==> src/include/ptmr_defs.vh <==
// register offsets, field positions, reset values and codes of the periodic timer
`ifndef PTMR_DEFS_VH
`define PTMR_DEFS_VH

// ----------------------------------------------------------------------------
// register byte addresses (one aligned word each)
// ----------------------------------------------------------------------------
`define PTMR_CTRL0_ADDR 12'h000
`define PTMR_CTRL1_ADDR 12'h004
`define PTMR_CNT_LO_ADDR 12'h008
`define PTMR_CNT_HI_ADDR 12'h00c
`define PTMR_CMPA_LO_ADDR 12'h010
`define PTMR_CMPA_HI_ADDR 12'h014
`define PTMR_CMPP_LO_ADDR 12'h018
`define PTMR_CMPP_HI_ADDR 12'h01c
`define PTMR_FLAGS_ADDR 12'h020

// ----------------------------------------------------------------------------
// field positions
// ----------------------------------------------------------------------------
`define PTMR_ON_BIT 3
`define PTMR_MODE_HI 7
`define PTMR_MODE_LO 6
`define PTMR_OFN_HI 5
`define PTMR_OFN_LO 4
`define PTMR_INIT_BIT 3
`define PTMR_INV_BIT 2
`define PTMR_CSRC_BIT 1
`define PTMR_CLR_BIT 0
`define PTMR_FLAG_A_BIT 0
`define PTMR_FLAG_P_BIT 1

// ----------------------------------------------------------------------------
// reset values and codes
// ----------------------------------------------------------------------------
`define PTMR_BYTE_RESET 8'h00
`define PTMR_CNT_MAX 10'h3ff
`define PTMR_MODE_CMP 2'b00
`define PTMR_MODE_CAP 2'b01
`define PTMR_MODE_PWM 2'b10
`define PTMR_MODE_TMR 2'b11
`define PTMR_OFN_00 2'b00
`define PTMR_OFN_01 2'b01
`define PTMR_OFN_10 2'b10
`define PTMR_OFN_11 2'b11

`endif

==> src/core/ptmr_core.v <==
// periodic timer: 10-bit counter, comparators a and p, four modes, apb slave
//
// Behaviour
// - mode_select picks compare-match, capture, pwm/single pulse or timer/counter mode
// - compare mode, clear_select low: clear on p match or overflow; both flags
// - compare mode, clear_select high: clear on a match; only flag a raised
// - compare_a_value zero: counter overflows at 3ff, flag a not raised
// - compare mode: pin changes on comparator a match and counter_on rise; code 00 no change on match
// - compare mode: counter_on rising edge drives pin to output_initial_level
// - timer/counter mode acts like compare mode but does not drive pin
// - pwm ignores clear_select; p match clears counter, a sets duty
// - pwm period equals compare_p_value, or 1024 counts when it is zero
// - duty value at or above period gives full duty output
// - pwm raises flag a on a match and flag p on p match
// - pwm: initial level sets active level, function enables or forces, invert flips
// - pwm counting and compares keep running while function is 00 or 01
// - single pulse is pwm mode with function 11; counter_on rise starts pulse
// - single pulse: external clock pin edge sets counter_on automatically
// - pulse ends on counter_on clear or a match; a match clears counter_on
// - single pulse: counter zeroed only on counter_on rise; p and clear_select unused
// - capture mode: source select picks pin; counter starts on counter_on rise
// - capture edge copies counter into compare_a_value and raises interrupt
// - capture mode: p match resets counter and raises interrupt
// - capture mode with function 11 performs no capture; counter still runs
// - counter and compare values are 10 bits in low byte plus two high bits
// - compare mode function: 00 none, 01 low, 10 high, 11 toggle
// - pwm function: 00 inactive, 01 active, 10 waveform, 11 single pulse
// - capture source: 0 capture input pin, 1 external clock pin
// - capture edge: 00 rising, 01 falling, 10 both, 11 disabled
//
// Register access over APB and the address map are this design's own decisions.
`include "ptmr_defs.vh"

module ptmr_core (
    input wire sys_clk_in,              // 40 mhz system clock
    input wire reset_n_in,              // async reset, active low
    input wire psel_in,                 // apb select
    input wire penable_in,              // apb enable
    input wire pwrite_in,               // apb direction, high for write
    input wire [11:0] paddr_in,         // apb byte address
    input wire [31:0] pwdata_in,        // apb write data
    output reg [31:0] prdata_out,       // apb read data
    output reg pready_out,              // apb ready
    output reg pslverr_out,             // apb error, unmapped address
    input wire capture_input_pin_in,    // capture pin, asynchronous
    input wire external_clock_pin_in,   // external clock pin, asynchronous
    output reg timer_out_out,           // timer output pin level
    output reg timer_out_oe_out,        // timer output pin enable
    output reg timer_event_out          // one-cycle pulse on any timer interrupt event
);

    // ------------------------------------------------------------------------
    // state
    // ------------------------------------------------------------------------
    localparam [1:0] ST_IDLE = 2'b01;
    localparam [1:0] ST_ACCESS = 2'b10;

    reg [1:0] bus_state_reg;

    // control fields
    reg counter_on_reg;
    reg [1:0] mode_select_reg;
    reg [1:0] output_function_reg;
    reg output_initial_level_reg;
    reg output_invert_reg;
    reg capture_source_select_reg;
    reg clear_select_reg;

    // count and compare values
    reg [9:0] counter_reg;
    reg [9:0] compare_a_value_reg;
    reg [9:0] compare_p_value_reg;

    // flags, pin and edge history
    reg match_a_flag_reg;
    reg match_p_flag_reg;
    reg pin_level_reg;
    reg on_prev_reg;
    reg [2:0] cap_sync_reg;
    reg [2:0] ext_sync_reg;

    // ------------------------------------------------------------------------
    // pin synchronisers: bit0 feeds bit1 only, edges from bits 1 and 2
    // ------------------------------------------------------------------------
    always @(posedge sys_clk_in or negedge reset_n_in) begin
        if (!reset_n_in) begin
            cap_sync_reg <= 3'h0;
            ext_sync_reg <= 3'h0;
        end else begin
            cap_sync_reg <= {cap_sync_reg[1:0], capture_input_pin_in};
            ext_sync_reg <= {ext_sync_reg[1:0], external_clock_pin_in};
        end
    end

    // ------------------------------------------------------------------------
    // decode helpers
    // ------------------------------------------------------------------------
    function edge_hit;
        input [1:0] ofn;
        input now_lvl;
        input old_lvl;
        begin
            case (ofn)
                `PTMR_OFN_00: edge_hit = now_lvl & ~old_lvl;
                `PTMR_OFN_01: edge_hit = ~now_lvl & old_lvl;
                `PTMR_OFN_10: edge_hit = now_lvl ^ old_lvl;
                default: edge_hit = 1'b0;
            endcase
        end
    endfunction

    function [7:0] hi_byte;
        input [9:0] val;
        begin
            hi_byte = {6'h00, val[9:8]};
        end
    endfunction

    // bus strobes and mode decode
    wire bus_write = psel_in & penable_in & pwrite_in & (bus_state_reg == ST_ACCESS);
    wire mode_cmp_like = (mode_select_reg == `PTMR_MODE_CMP) || (mode_select_reg == `PTMR_MODE_TMR);
    wire mode_pwm = (mode_select_reg == `PTMR_MODE_PWM);
    wire mode_cap = (mode_select_reg == `PTMR_MODE_CAP);
    wire single_pulse = mode_pwm && (output_function_reg == `PTMR_OFN_11);

    wire ctrl0_wr = bus_write && (paddr_in == `PTMR_CTRL0_ADDR);
    wire on_written = pwdata_in[`PTMR_ON_BIT];

    // synchronised pin edges
    wire ext_rise = ext_sync_reg[1] & ~ext_sync_reg[2];
    wire src_now = capture_source_select_reg ? ext_sync_reg[1] : cap_sync_reg[1];
    wire src_old = capture_source_select_reg ? ext_sync_reg[2] : cap_sync_reg[2];
    wire on_rise = counter_on_reg & ~on_prev_reg;

    wire a_zero = (compare_a_value_reg == 10'h000);
    wire p_zero = (compare_p_value_reg == 10'h000);
    wire at_max = (counter_reg == `PTMR_CNT_MAX);
    wire run = counter_on_reg & ~on_rise;

    // compare a: in compare mode a zero value never matches, overflow instead
    wire a_match = run && (mode_cmp_like ? (!a_zero && counter_reg == compare_a_value_reg - 10'h001)
                                          : (counter_reg + 10'h001 == compare_a_value_reg));
    // compare p: zero means full 1024-count span
    wire p_match = run && (p_zero ? at_max : (counter_reg + 10'h001 == compare_p_value_reg));
    wire cap_hit = run && mode_cap && edge_hit(output_function_reg, src_now, src_old);

    // ------------------------------------------------------------------------
    // counter, clearing and flags
    // ------------------------------------------------------------------------
    reg [9:0] counter_next;
    reg flag_a_set;
    reg flag_p_set;
    reg on_auto_clear;

    always @* begin
        counter_next = counter_reg;
        flag_a_set = 1'b0;
        flag_p_set = 1'b0;
        on_auto_clear = 1'b0;

        if (on_rise) begin
            counter_next = 10'h000;
        end else if (counter_on_reg) begin
            counter_next = counter_reg + 10'h001;
            if (mode_cmp_like) begin
                if (clear_select_reg) begin
                    flag_a_set = a_match;
                    if (a_match || (a_zero && at_max)) begin
                        counter_next = 10'h000;
                    end
                end else begin
                    flag_a_set = a_match;
                    flag_p_set = p_match;
                    if (p_match) begin
                        counter_next = 10'h000;
                    end
                end
            end else if (single_pulse) begin
                flag_a_set = a_match;
                if (a_match) begin
                    on_auto_clear = 1'b1;
                end
            end else if (mode_pwm) begin
                flag_a_set = a_match;
                flag_p_set = p_match;
                if (p_match) begin
                    counter_next = 10'h000;
                end
            end else begin
                flag_a_set = cap_hit;
                flag_p_set = p_match;
                if (p_match) begin
                    counter_next = 10'h000;
                end
            end
        end
    end

    // ------------------------------------------------------------------------
    // output pin
    // ------------------------------------------------------------------------
    reg pin_next;
    reg active_lvl;
    reg pin_drive;
    always @* begin
        pin_next = pin_level_reg;
        active_lvl = output_initial_level_reg;
        pin_drive = pin_level_reg;

        if (on_rise) begin
            pin_next = mode_pwm ? ~output_initial_level_reg : output_initial_level_reg;
        end

        if (mode_cmp_like) begin
            if (flag_a_set && mode_select_reg == `PTMR_MODE_CMP) begin
                case (output_function_reg)
                    `PTMR_OFN_01: pin_next = 1'b0;
                    `PTMR_OFN_10: pin_next = 1'b1;
                    `PTMR_OFN_11: pin_next = ~pin_level_reg;
                    default: pin_next = pin_level_reg;
                endcase
            end
            pin_drive = pin_next ^ output_invert_reg;
        end else if (mode_pwm) begin
            case (output_function_reg)
                `PTMR_OFN_00: pin_next = ~active_lvl;
                `PTMR_OFN_01: pin_next = active_lvl;
                `PTMR_OFN_10: begin
                    // full duty when duty value reaches period
                    if (!counter_on_reg) begin
                        pin_next = ~active_lvl;
                    end else if (!a_zero && ({1'b0, compare_a_value_reg} >=
                                 (p_zero ? 11'h400 : {1'b0, compare_p_value_reg}))) begin
                        pin_next = active_lvl;
                    end else begin
                        pin_next = (counter_next < compare_a_value_reg) ? active_lvl : ~active_lvl;
                    end
                end
                default: pin_next = (counter_on_reg && !on_auto_clear && !ctrl0_wr) ? active_lvl
                                    : ((ctrl0_wr && on_written) ? active_lvl : ~active_lvl);
            endcase
            pin_drive = pin_next ^ output_invert_reg;
        end
    end

    // ------------------------------------------------------------------------
    // registers and apb slave
    // ------------------------------------------------------------------------
    wire [31:0] ctrl0_rd = {24'h000000, 4'h0, counter_on_reg, 3'h0};
    wire [31:0] ctrl1_rd = {24'h000000, mode_select_reg, output_function_reg, output_initial_level_reg,
                            output_invert_reg, capture_source_select_reg, clear_select_reg};
    reg [31:0] rd_mux;
    reg addr_ok;
    always @* begin
        rd_mux = 32'h00000000;
        addr_ok = 1'b1;

        case (paddr_in)
            `PTMR_CTRL0_ADDR: rd_mux = ctrl0_rd;
            `PTMR_CTRL1_ADDR: rd_mux = ctrl1_rd;
            `PTMR_CNT_LO_ADDR: rd_mux = {24'h000000, counter_reg[7:0]};
            `PTMR_CNT_HI_ADDR: rd_mux = {24'h000000, hi_byte(counter_reg)};
            `PTMR_CMPA_LO_ADDR: rd_mux = {24'h000000, compare_a_value_reg[7:0]};
            `PTMR_CMPA_HI_ADDR: rd_mux = {24'h000000, hi_byte(compare_a_value_reg)};
            `PTMR_CMPP_LO_ADDR: rd_mux = {24'h000000, compare_p_value_reg[7:0]};
            `PTMR_CMPP_HI_ADDR: rd_mux = {24'h000000, hi_byte(compare_p_value_reg)};
            `PTMR_FLAGS_ADDR: rd_mux = {30'h00000000, match_p_flag_reg, match_a_flag_reg};
            default: addr_ok = 1'b0;
        endcase
    end

    always @(posedge sys_clk_in or negedge reset_n_in) begin
        if (!reset_n_in) begin
            bus_state_reg <= ST_IDLE;
            prdata_out <= 32'h00000000;
            pready_out <= 1'b0;
            pslverr_out <= 1'b0;

            counter_on_reg <= 1'b0;
            on_prev_reg <= 1'b0;
            mode_select_reg <= 2'b00;
            output_function_reg <= 2'b00;
            output_initial_level_reg <= 1'b0;
            output_invert_reg <= 1'b0;
            capture_source_select_reg <= 1'b0;
            clear_select_reg <= 1'b0;

            counter_reg <= 10'h000;
            compare_a_value_reg <= 10'h000;
            compare_p_value_reg <= 10'h000;
            match_a_flag_reg <= 1'b0;
            match_p_flag_reg <= 1'b0;

            pin_level_reg <= 1'b0;
            timer_out_out <= 1'b0;
            timer_out_oe_out <= 1'b0;
            timer_event_out <= 1'b0;
        end else begin
            // bus: setup cycle, then one access cycle with ready high
            case (bus_state_reg)
                ST_IDLE: begin
                    pready_out <= 1'b0;
                    pslverr_out <= 1'b0;
                    if (psel_in && !penable_in) begin
                        bus_state_reg <= ST_ACCESS;
                        pready_out <= 1'b1;
                        pslverr_out <= ~addr_ok;
                        prdata_out <= pwrite_in ? 32'h00000000 : rd_mux;
                    end
                end
                ST_ACCESS: begin
                    bus_state_reg <= ST_IDLE;
                    pready_out <= 1'b0;
                    pslverr_out <= 1'b0;
                end
                default: bus_state_reg <= ST_IDLE;
            endcase

            if (bus_write && paddr_in == `PTMR_CTRL1_ADDR) begin
                mode_select_reg <= pwdata_in[`PTMR_MODE_HI:`PTMR_MODE_LO];
                output_function_reg <= pwdata_in[`PTMR_OFN_HI:`PTMR_OFN_LO];
                output_initial_level_reg <= pwdata_in[`PTMR_INIT_BIT];
                output_invert_reg <= pwdata_in[`PTMR_INV_BIT];
                capture_source_select_reg <= pwdata_in[`PTMR_CSRC_BIT];
                clear_select_reg <= pwdata_in[`PTMR_CLR_BIT];
            end

            if (bus_write && paddr_in == `PTMR_CMPP_LO_ADDR) begin
                compare_p_value_reg[7:0] <= pwdata_in[7:0];
            end
            if (bus_write && paddr_in == `PTMR_CMPP_HI_ADDR) begin
                compare_p_value_reg[9:8] <= pwdata_in[1:0];
            end

            // capture wins over a software write
            if (cap_hit) begin
                compare_a_value_reg <= counter_reg;
            end else if (bus_write && paddr_in == `PTMR_CMPA_LO_ADDR) begin
                compare_a_value_reg[7:0] <= pwdata_in[7:0];
            end else if (bus_write && paddr_in == `PTMR_CMPA_HI_ADDR) begin
                compare_a_value_reg[9:8] <= pwdata_in[1:0];
            end

            // counter_on: hardware set/clear wins over software write
            if (single_pulse && ext_rise) begin
                counter_on_reg <= 1'b1;
            end else if (on_auto_clear) begin
                counter_on_reg <= 1'b0;
            end else if (ctrl0_wr) begin
                counter_on_reg <= on_written;
            end

            on_prev_reg <= counter_on_reg;
            counter_reg <= counter_next;

            // flags: write one to clear, a set in the same cycle wins
            if (flag_a_set) begin
                match_a_flag_reg <= 1'b1;
            end else if (bus_write && paddr_in == `PTMR_FLAGS_ADDR && pwdata_in[`PTMR_FLAG_A_BIT]) begin
                match_a_flag_reg <= 1'b0;
            end
            if (flag_p_set) begin
                match_p_flag_reg <= 1'b1;
            end else if (bus_write && paddr_in == `PTMR_FLAGS_ADDR && pwdata_in[`PTMR_FLAG_P_BIT]) begin
                match_p_flag_reg <= 1'b0;
            end
            timer_event_out <= flag_a_set | flag_p_set;

            pin_level_reg <= pin_next;
            timer_out_out <= pin_drive;
            // pin released in timer/counter and capture modes
            timer_out_oe_out <= (mode_select_reg == `PTMR_MODE_CMP) || mode_pwm;
        end
    end

endmodule

==> config.mk <==
export PLATFORM = sky130hd
export DESIGN_NAME = ptmr_core
export DESIGN_NICKNAME = d
export VERILOG_FILES = /design/src/core/ptmr_core.v
export VERILOG_INCLUDE_DIRS = /design/src /design/src/include
export SDC_FILE = /design/constraint.sdc
export NUM_CORES = 1
export LEC_CHECK = 0
export BUFFER_PORTS_ARGS = -buffer_cell sky130_fd_sc_hd__buf_2
export CORE_MARGIN = 4
export CORE_UTILIZATION = 57
export CTS_CLUSTER_DIAMETER = 200
export CTS_CLUSTER_SIZE = 12
export DETAILED_ROUTE_END_ITERATION = 6
export GPL_TIMING_DRIVEN = 0
export PLACE_DENSITY = 0.78
export RECOVER_POWER = 50
export SETUP_SLACK_MARGIN = 0.3
export SLEW_MARGIN = 10
export SYNTH_ARGS = -nofsm -noshare
export SYNTH_HDL_FRONTEND = slang
export SYNTH_SLANG_ARGS = --single-unit
==> constraint.sdc <==
create_clock -name sys_clk_in -period 5.8 [get_ports sys_clk_in]
set_input_delay 0 -clock sys_clk_in [delete_from_list [all_inputs] [get_ports sys_clk_in]]
set_output_delay 0 -clock sys_clk_in [all_outputs]
set_load 0.1 [all_outputs]
==> impl_metrics.yaml <==
placed_design:
  routabilityCongestion: 0.939
  dp_hpwl_um: 10600
  io_buffers: 37
die:
  core_area_sq_mm: 0.00818
  start_util_pct: 58.2
  fp-row-count: 33
  dieWidth_um: 99.4
  io_pins: 88
  die_area_sq_mm: 0.00987
  die_y_um: 99.4
synth:
  ys_ff_latch: 64
  synthFlopType: "dfrtp_1"
  synthesis.instances: 542
  synth_edf_count: 0
  syn-cell-area_sq_mm: 0.00476
  postSynthAreaPerCell_sq_um: 8.78
  yosys.cell_types.count: 71
  synth_top_area_share_pct: 33.1
  async_reset_ff_share_pct: 100
  ys_seq_area_share_pct: 33.7
  yosys_warnings: 0
  synth_area_leaders: "dfrtp_1 (33%), ha_1 (7.4%), o21ai_0 (4.6%), nand2_1 (4.5%), xnor2_1 (4.1%)"
  synth_top_area_cell: "dfrtp_1"
cts:
  clk_pin_slew_ns: 0.08
  htree_num_levels: 3
  cts_tree: "done"
  cts_buffers: 9
  cts_root_buf: "clkbuf_8"
  ctsResizeCount: 0
  clk_latency_ns: 0.35
  clock_path_buffers: 2
  cts_sinks: 64
grt:
  first_global_vias: 4261
  grt-ovfl-total: 0
  grt_pass1_wl_um: 22700
  track_usage_pct: 29.7
  grt_max_degree: 65
  antenna_found_initial: 0
drt:
  viasPerCell: 6.13
  drt_wl_total_um: 14500
  firstDrtPassIters: 7
  drc: 0
  ant_nets: 0
  wire_per_inst_um: 19.6
  num_vias: 4525
  drt_iter0_markers: 527
sta:
  fin_tns_setup_ns: 0
  slew_headroom_pct: -129
  finalCritPeriodShare_pct: 90.4
  rsz0062_at_grt: "false"
  timing.fmax_mhz: 191
  slew_viol_final: 65
  tightestPinTransition_ns: 3.44
  hold_viol: 0
  fin_worst_skew_ns: 0.00703
  setup_viol: 0
  period_needed_ns: 5.25
final_layout:
  drive_above_1_share_pct: 17.7
  diodes: 0
  utilization_pct: 67.7
  syn2layout_area_growth_pct: 16.4
  fin_nets: 707
setup_path:
  start_kind: "flip-flop"
  crit_start: "compare_a_value_reg[1]$_DFFE_PN0P_"
  rr_startpoint: "compare_a_value_reg[1]$_DFFE_PN0P_"
  worst_ep_arrival_time_ns: 5.47
  worst_ep_required_time_ns: 6.02
  crit_path_max_fanout: 10
  r2r_cells: 20
  criticalPathCategory: "reg2reg"
  end_kind: "flip-flop"
power_and_ir_drop:
  ir_worst_vdd_mv: 0.153
  leakagePower_nw: 2.64
  powerDensity_mw_per_mm2: 245
min_path:
  hold_class: "in2reg"
  hold_depth: 4
  hp-start: "pwrite_in"
outcome:
  status: "finished, violations left"
  violations: "capacitance limit, slew limit"
flow_run:
  cap_viol_max_count: 1
-- cell families (layout without fill, tap and decap cells) --
family / after synthesis / after routing / synth area share (%)
and+or+nand+nor: 168 / 168 / 18.6
xor gates and xnor gates: 33 / 33 / 6.08
muxes: 24 / 24 / 5.39
buffers and inverters: 87 / 155 / 9.21
other: 1 / 24 / 0.0788
adders and majority gates: 28 / 28 / 7.36
DFF: 64 / 64 / 33.7
AOI/OAI and AO/OA: 137 / 137 / 19.6
-- per-stage QoR --
| step | setup WS (ns) | std cells | total power [mW] | hold slack [ns] | area (sq um) |
|---|---|---|---|---|---|
| floorplan | 1.51 | 565 | 0.799 | -0.296 | 4840 |
| global route | 0.331 | 738 | 1.41 | 0.0882 | 5540 |
| global placement | 0.791 | 707 | 0.889 | 0.110 | 5160 |
| finish | 0.554 | 738 | 1.36 | 0.0585 | 5540 |
| detailed placement | 0.719 | 707 | 0.898 | 0.115 | 5160 |
| CTS | 0.683 | 737 | 1.35 | 0.0525 | 5530 |
-- layout by cell type (no fill, tap or decap), drive strengths merged, types with 17 or more instances in the layout --
cell type / n
nor2: 20
o21ai: 47
inv: 34
xnor2: 22
clkbuf: 30
a21oi: 17
nor3: 19
nand2: 57
conb: 24
dfrtp: 63
ha: 28
buf: 72
-- metal layers --
layer / part of all wire, % / global-route usage (%) / up-vias
li1: - / - / 2070
met1: 42 / 41.9 / 2121
met2: 44 / 44.2 / 280
met3: 10 / 5.82 / 54
met4: 3.7 / 13.1 / 0
met5: 0 / 0 / -
-- worst max-delay path, cell delays in order, from the launching register on --
cell and delay [ns]:
dfrtp_1 0.50, inv_1 0.16, ha_1 0.23, nor4b_4 0.38
a21oi_2 0.12, a211o_1 0.27, a2111o_1 0.47, o31a_2 0.37
o21ai_2 0.19, buf_6 0.22, o21ai_1 0.06, nand2_1 0.10
o41ai_1 0.09, ha_1 0.31, nand3_1 0.15, o31ai_1 0.43
o22ai_1 0.17, or3_1 0.41, a21oi_2 0.18, xnor2_1 0.14
o221ai_1 0.14
-- Yosys cell counts, types with 4 or more instances --
cell type   n
a211oi_1    4
a21boi_0    4
a21o_1      4
a21oi_1    15
a22o_1      8
a22oi_1    13
and3_1      4
and4_1      5
buf_2       9
buf_4      24
clkbuf_1   17
dfrtp_1    63
ha_1       28
inv_1      33
mux2_2     10
mux2i_1    13
nand2_1    57
nand2b_1    9
nand3_1    12
nand4_1    11
nor2_1     20
nor2b_1     8
nor3_1     19
nor4_1      6
o21ai_0    44
o31ai_1     6
xnor2_1    22
xor2_1     11
-- area by class of cell --
cell class	instances	area, sq um
multi-input cells	414	2800
well taps	105	131
inverters	33	124
clock buffers	10	138
flip-flops and latches	64	1600
fillers	646	2640
clock inverters	6	91.3
plain buffers	54	314
repair buffers	52	332
-- report_power, final --
group	leakage, nW	internal (mW)	total, mW	switching [mW]
sequential	0.734	0.478	0.513	0.0352
combinational	1.79	0.112	0.395	0.283
clock	0.117	0.256	0.449	0.193
-- path summary, 6_finish.rpt --
path | slack (ns) | end
max in group asynchronous | 2.51 | compare_p_value_reg[0]$_DFFE_PN0P_
worst max-delay path | 0.55 | timer_out_out$_DFF_PN0_
worst max register to register | 0.55 | timer_out_out$_DFF_PN0_
worst min-delay path | 0.06 | prdata_out[1]$_DFFE_PN0P_
min in group asynchronous | 1.36 | counter_reg[8]$_DFF_PN0_
worst min register to register | 0.35 | cap_sync_reg[1]$_DFF_PN0_
-- repair_timing --
action	in CTS	in global routing
hold buffers	14	0
setup endpoints to repair	0	1
buffers inserted	0	1
hold endpoints to repair	83	0
No activity file was read; power rests on OpenSTA's default activity.
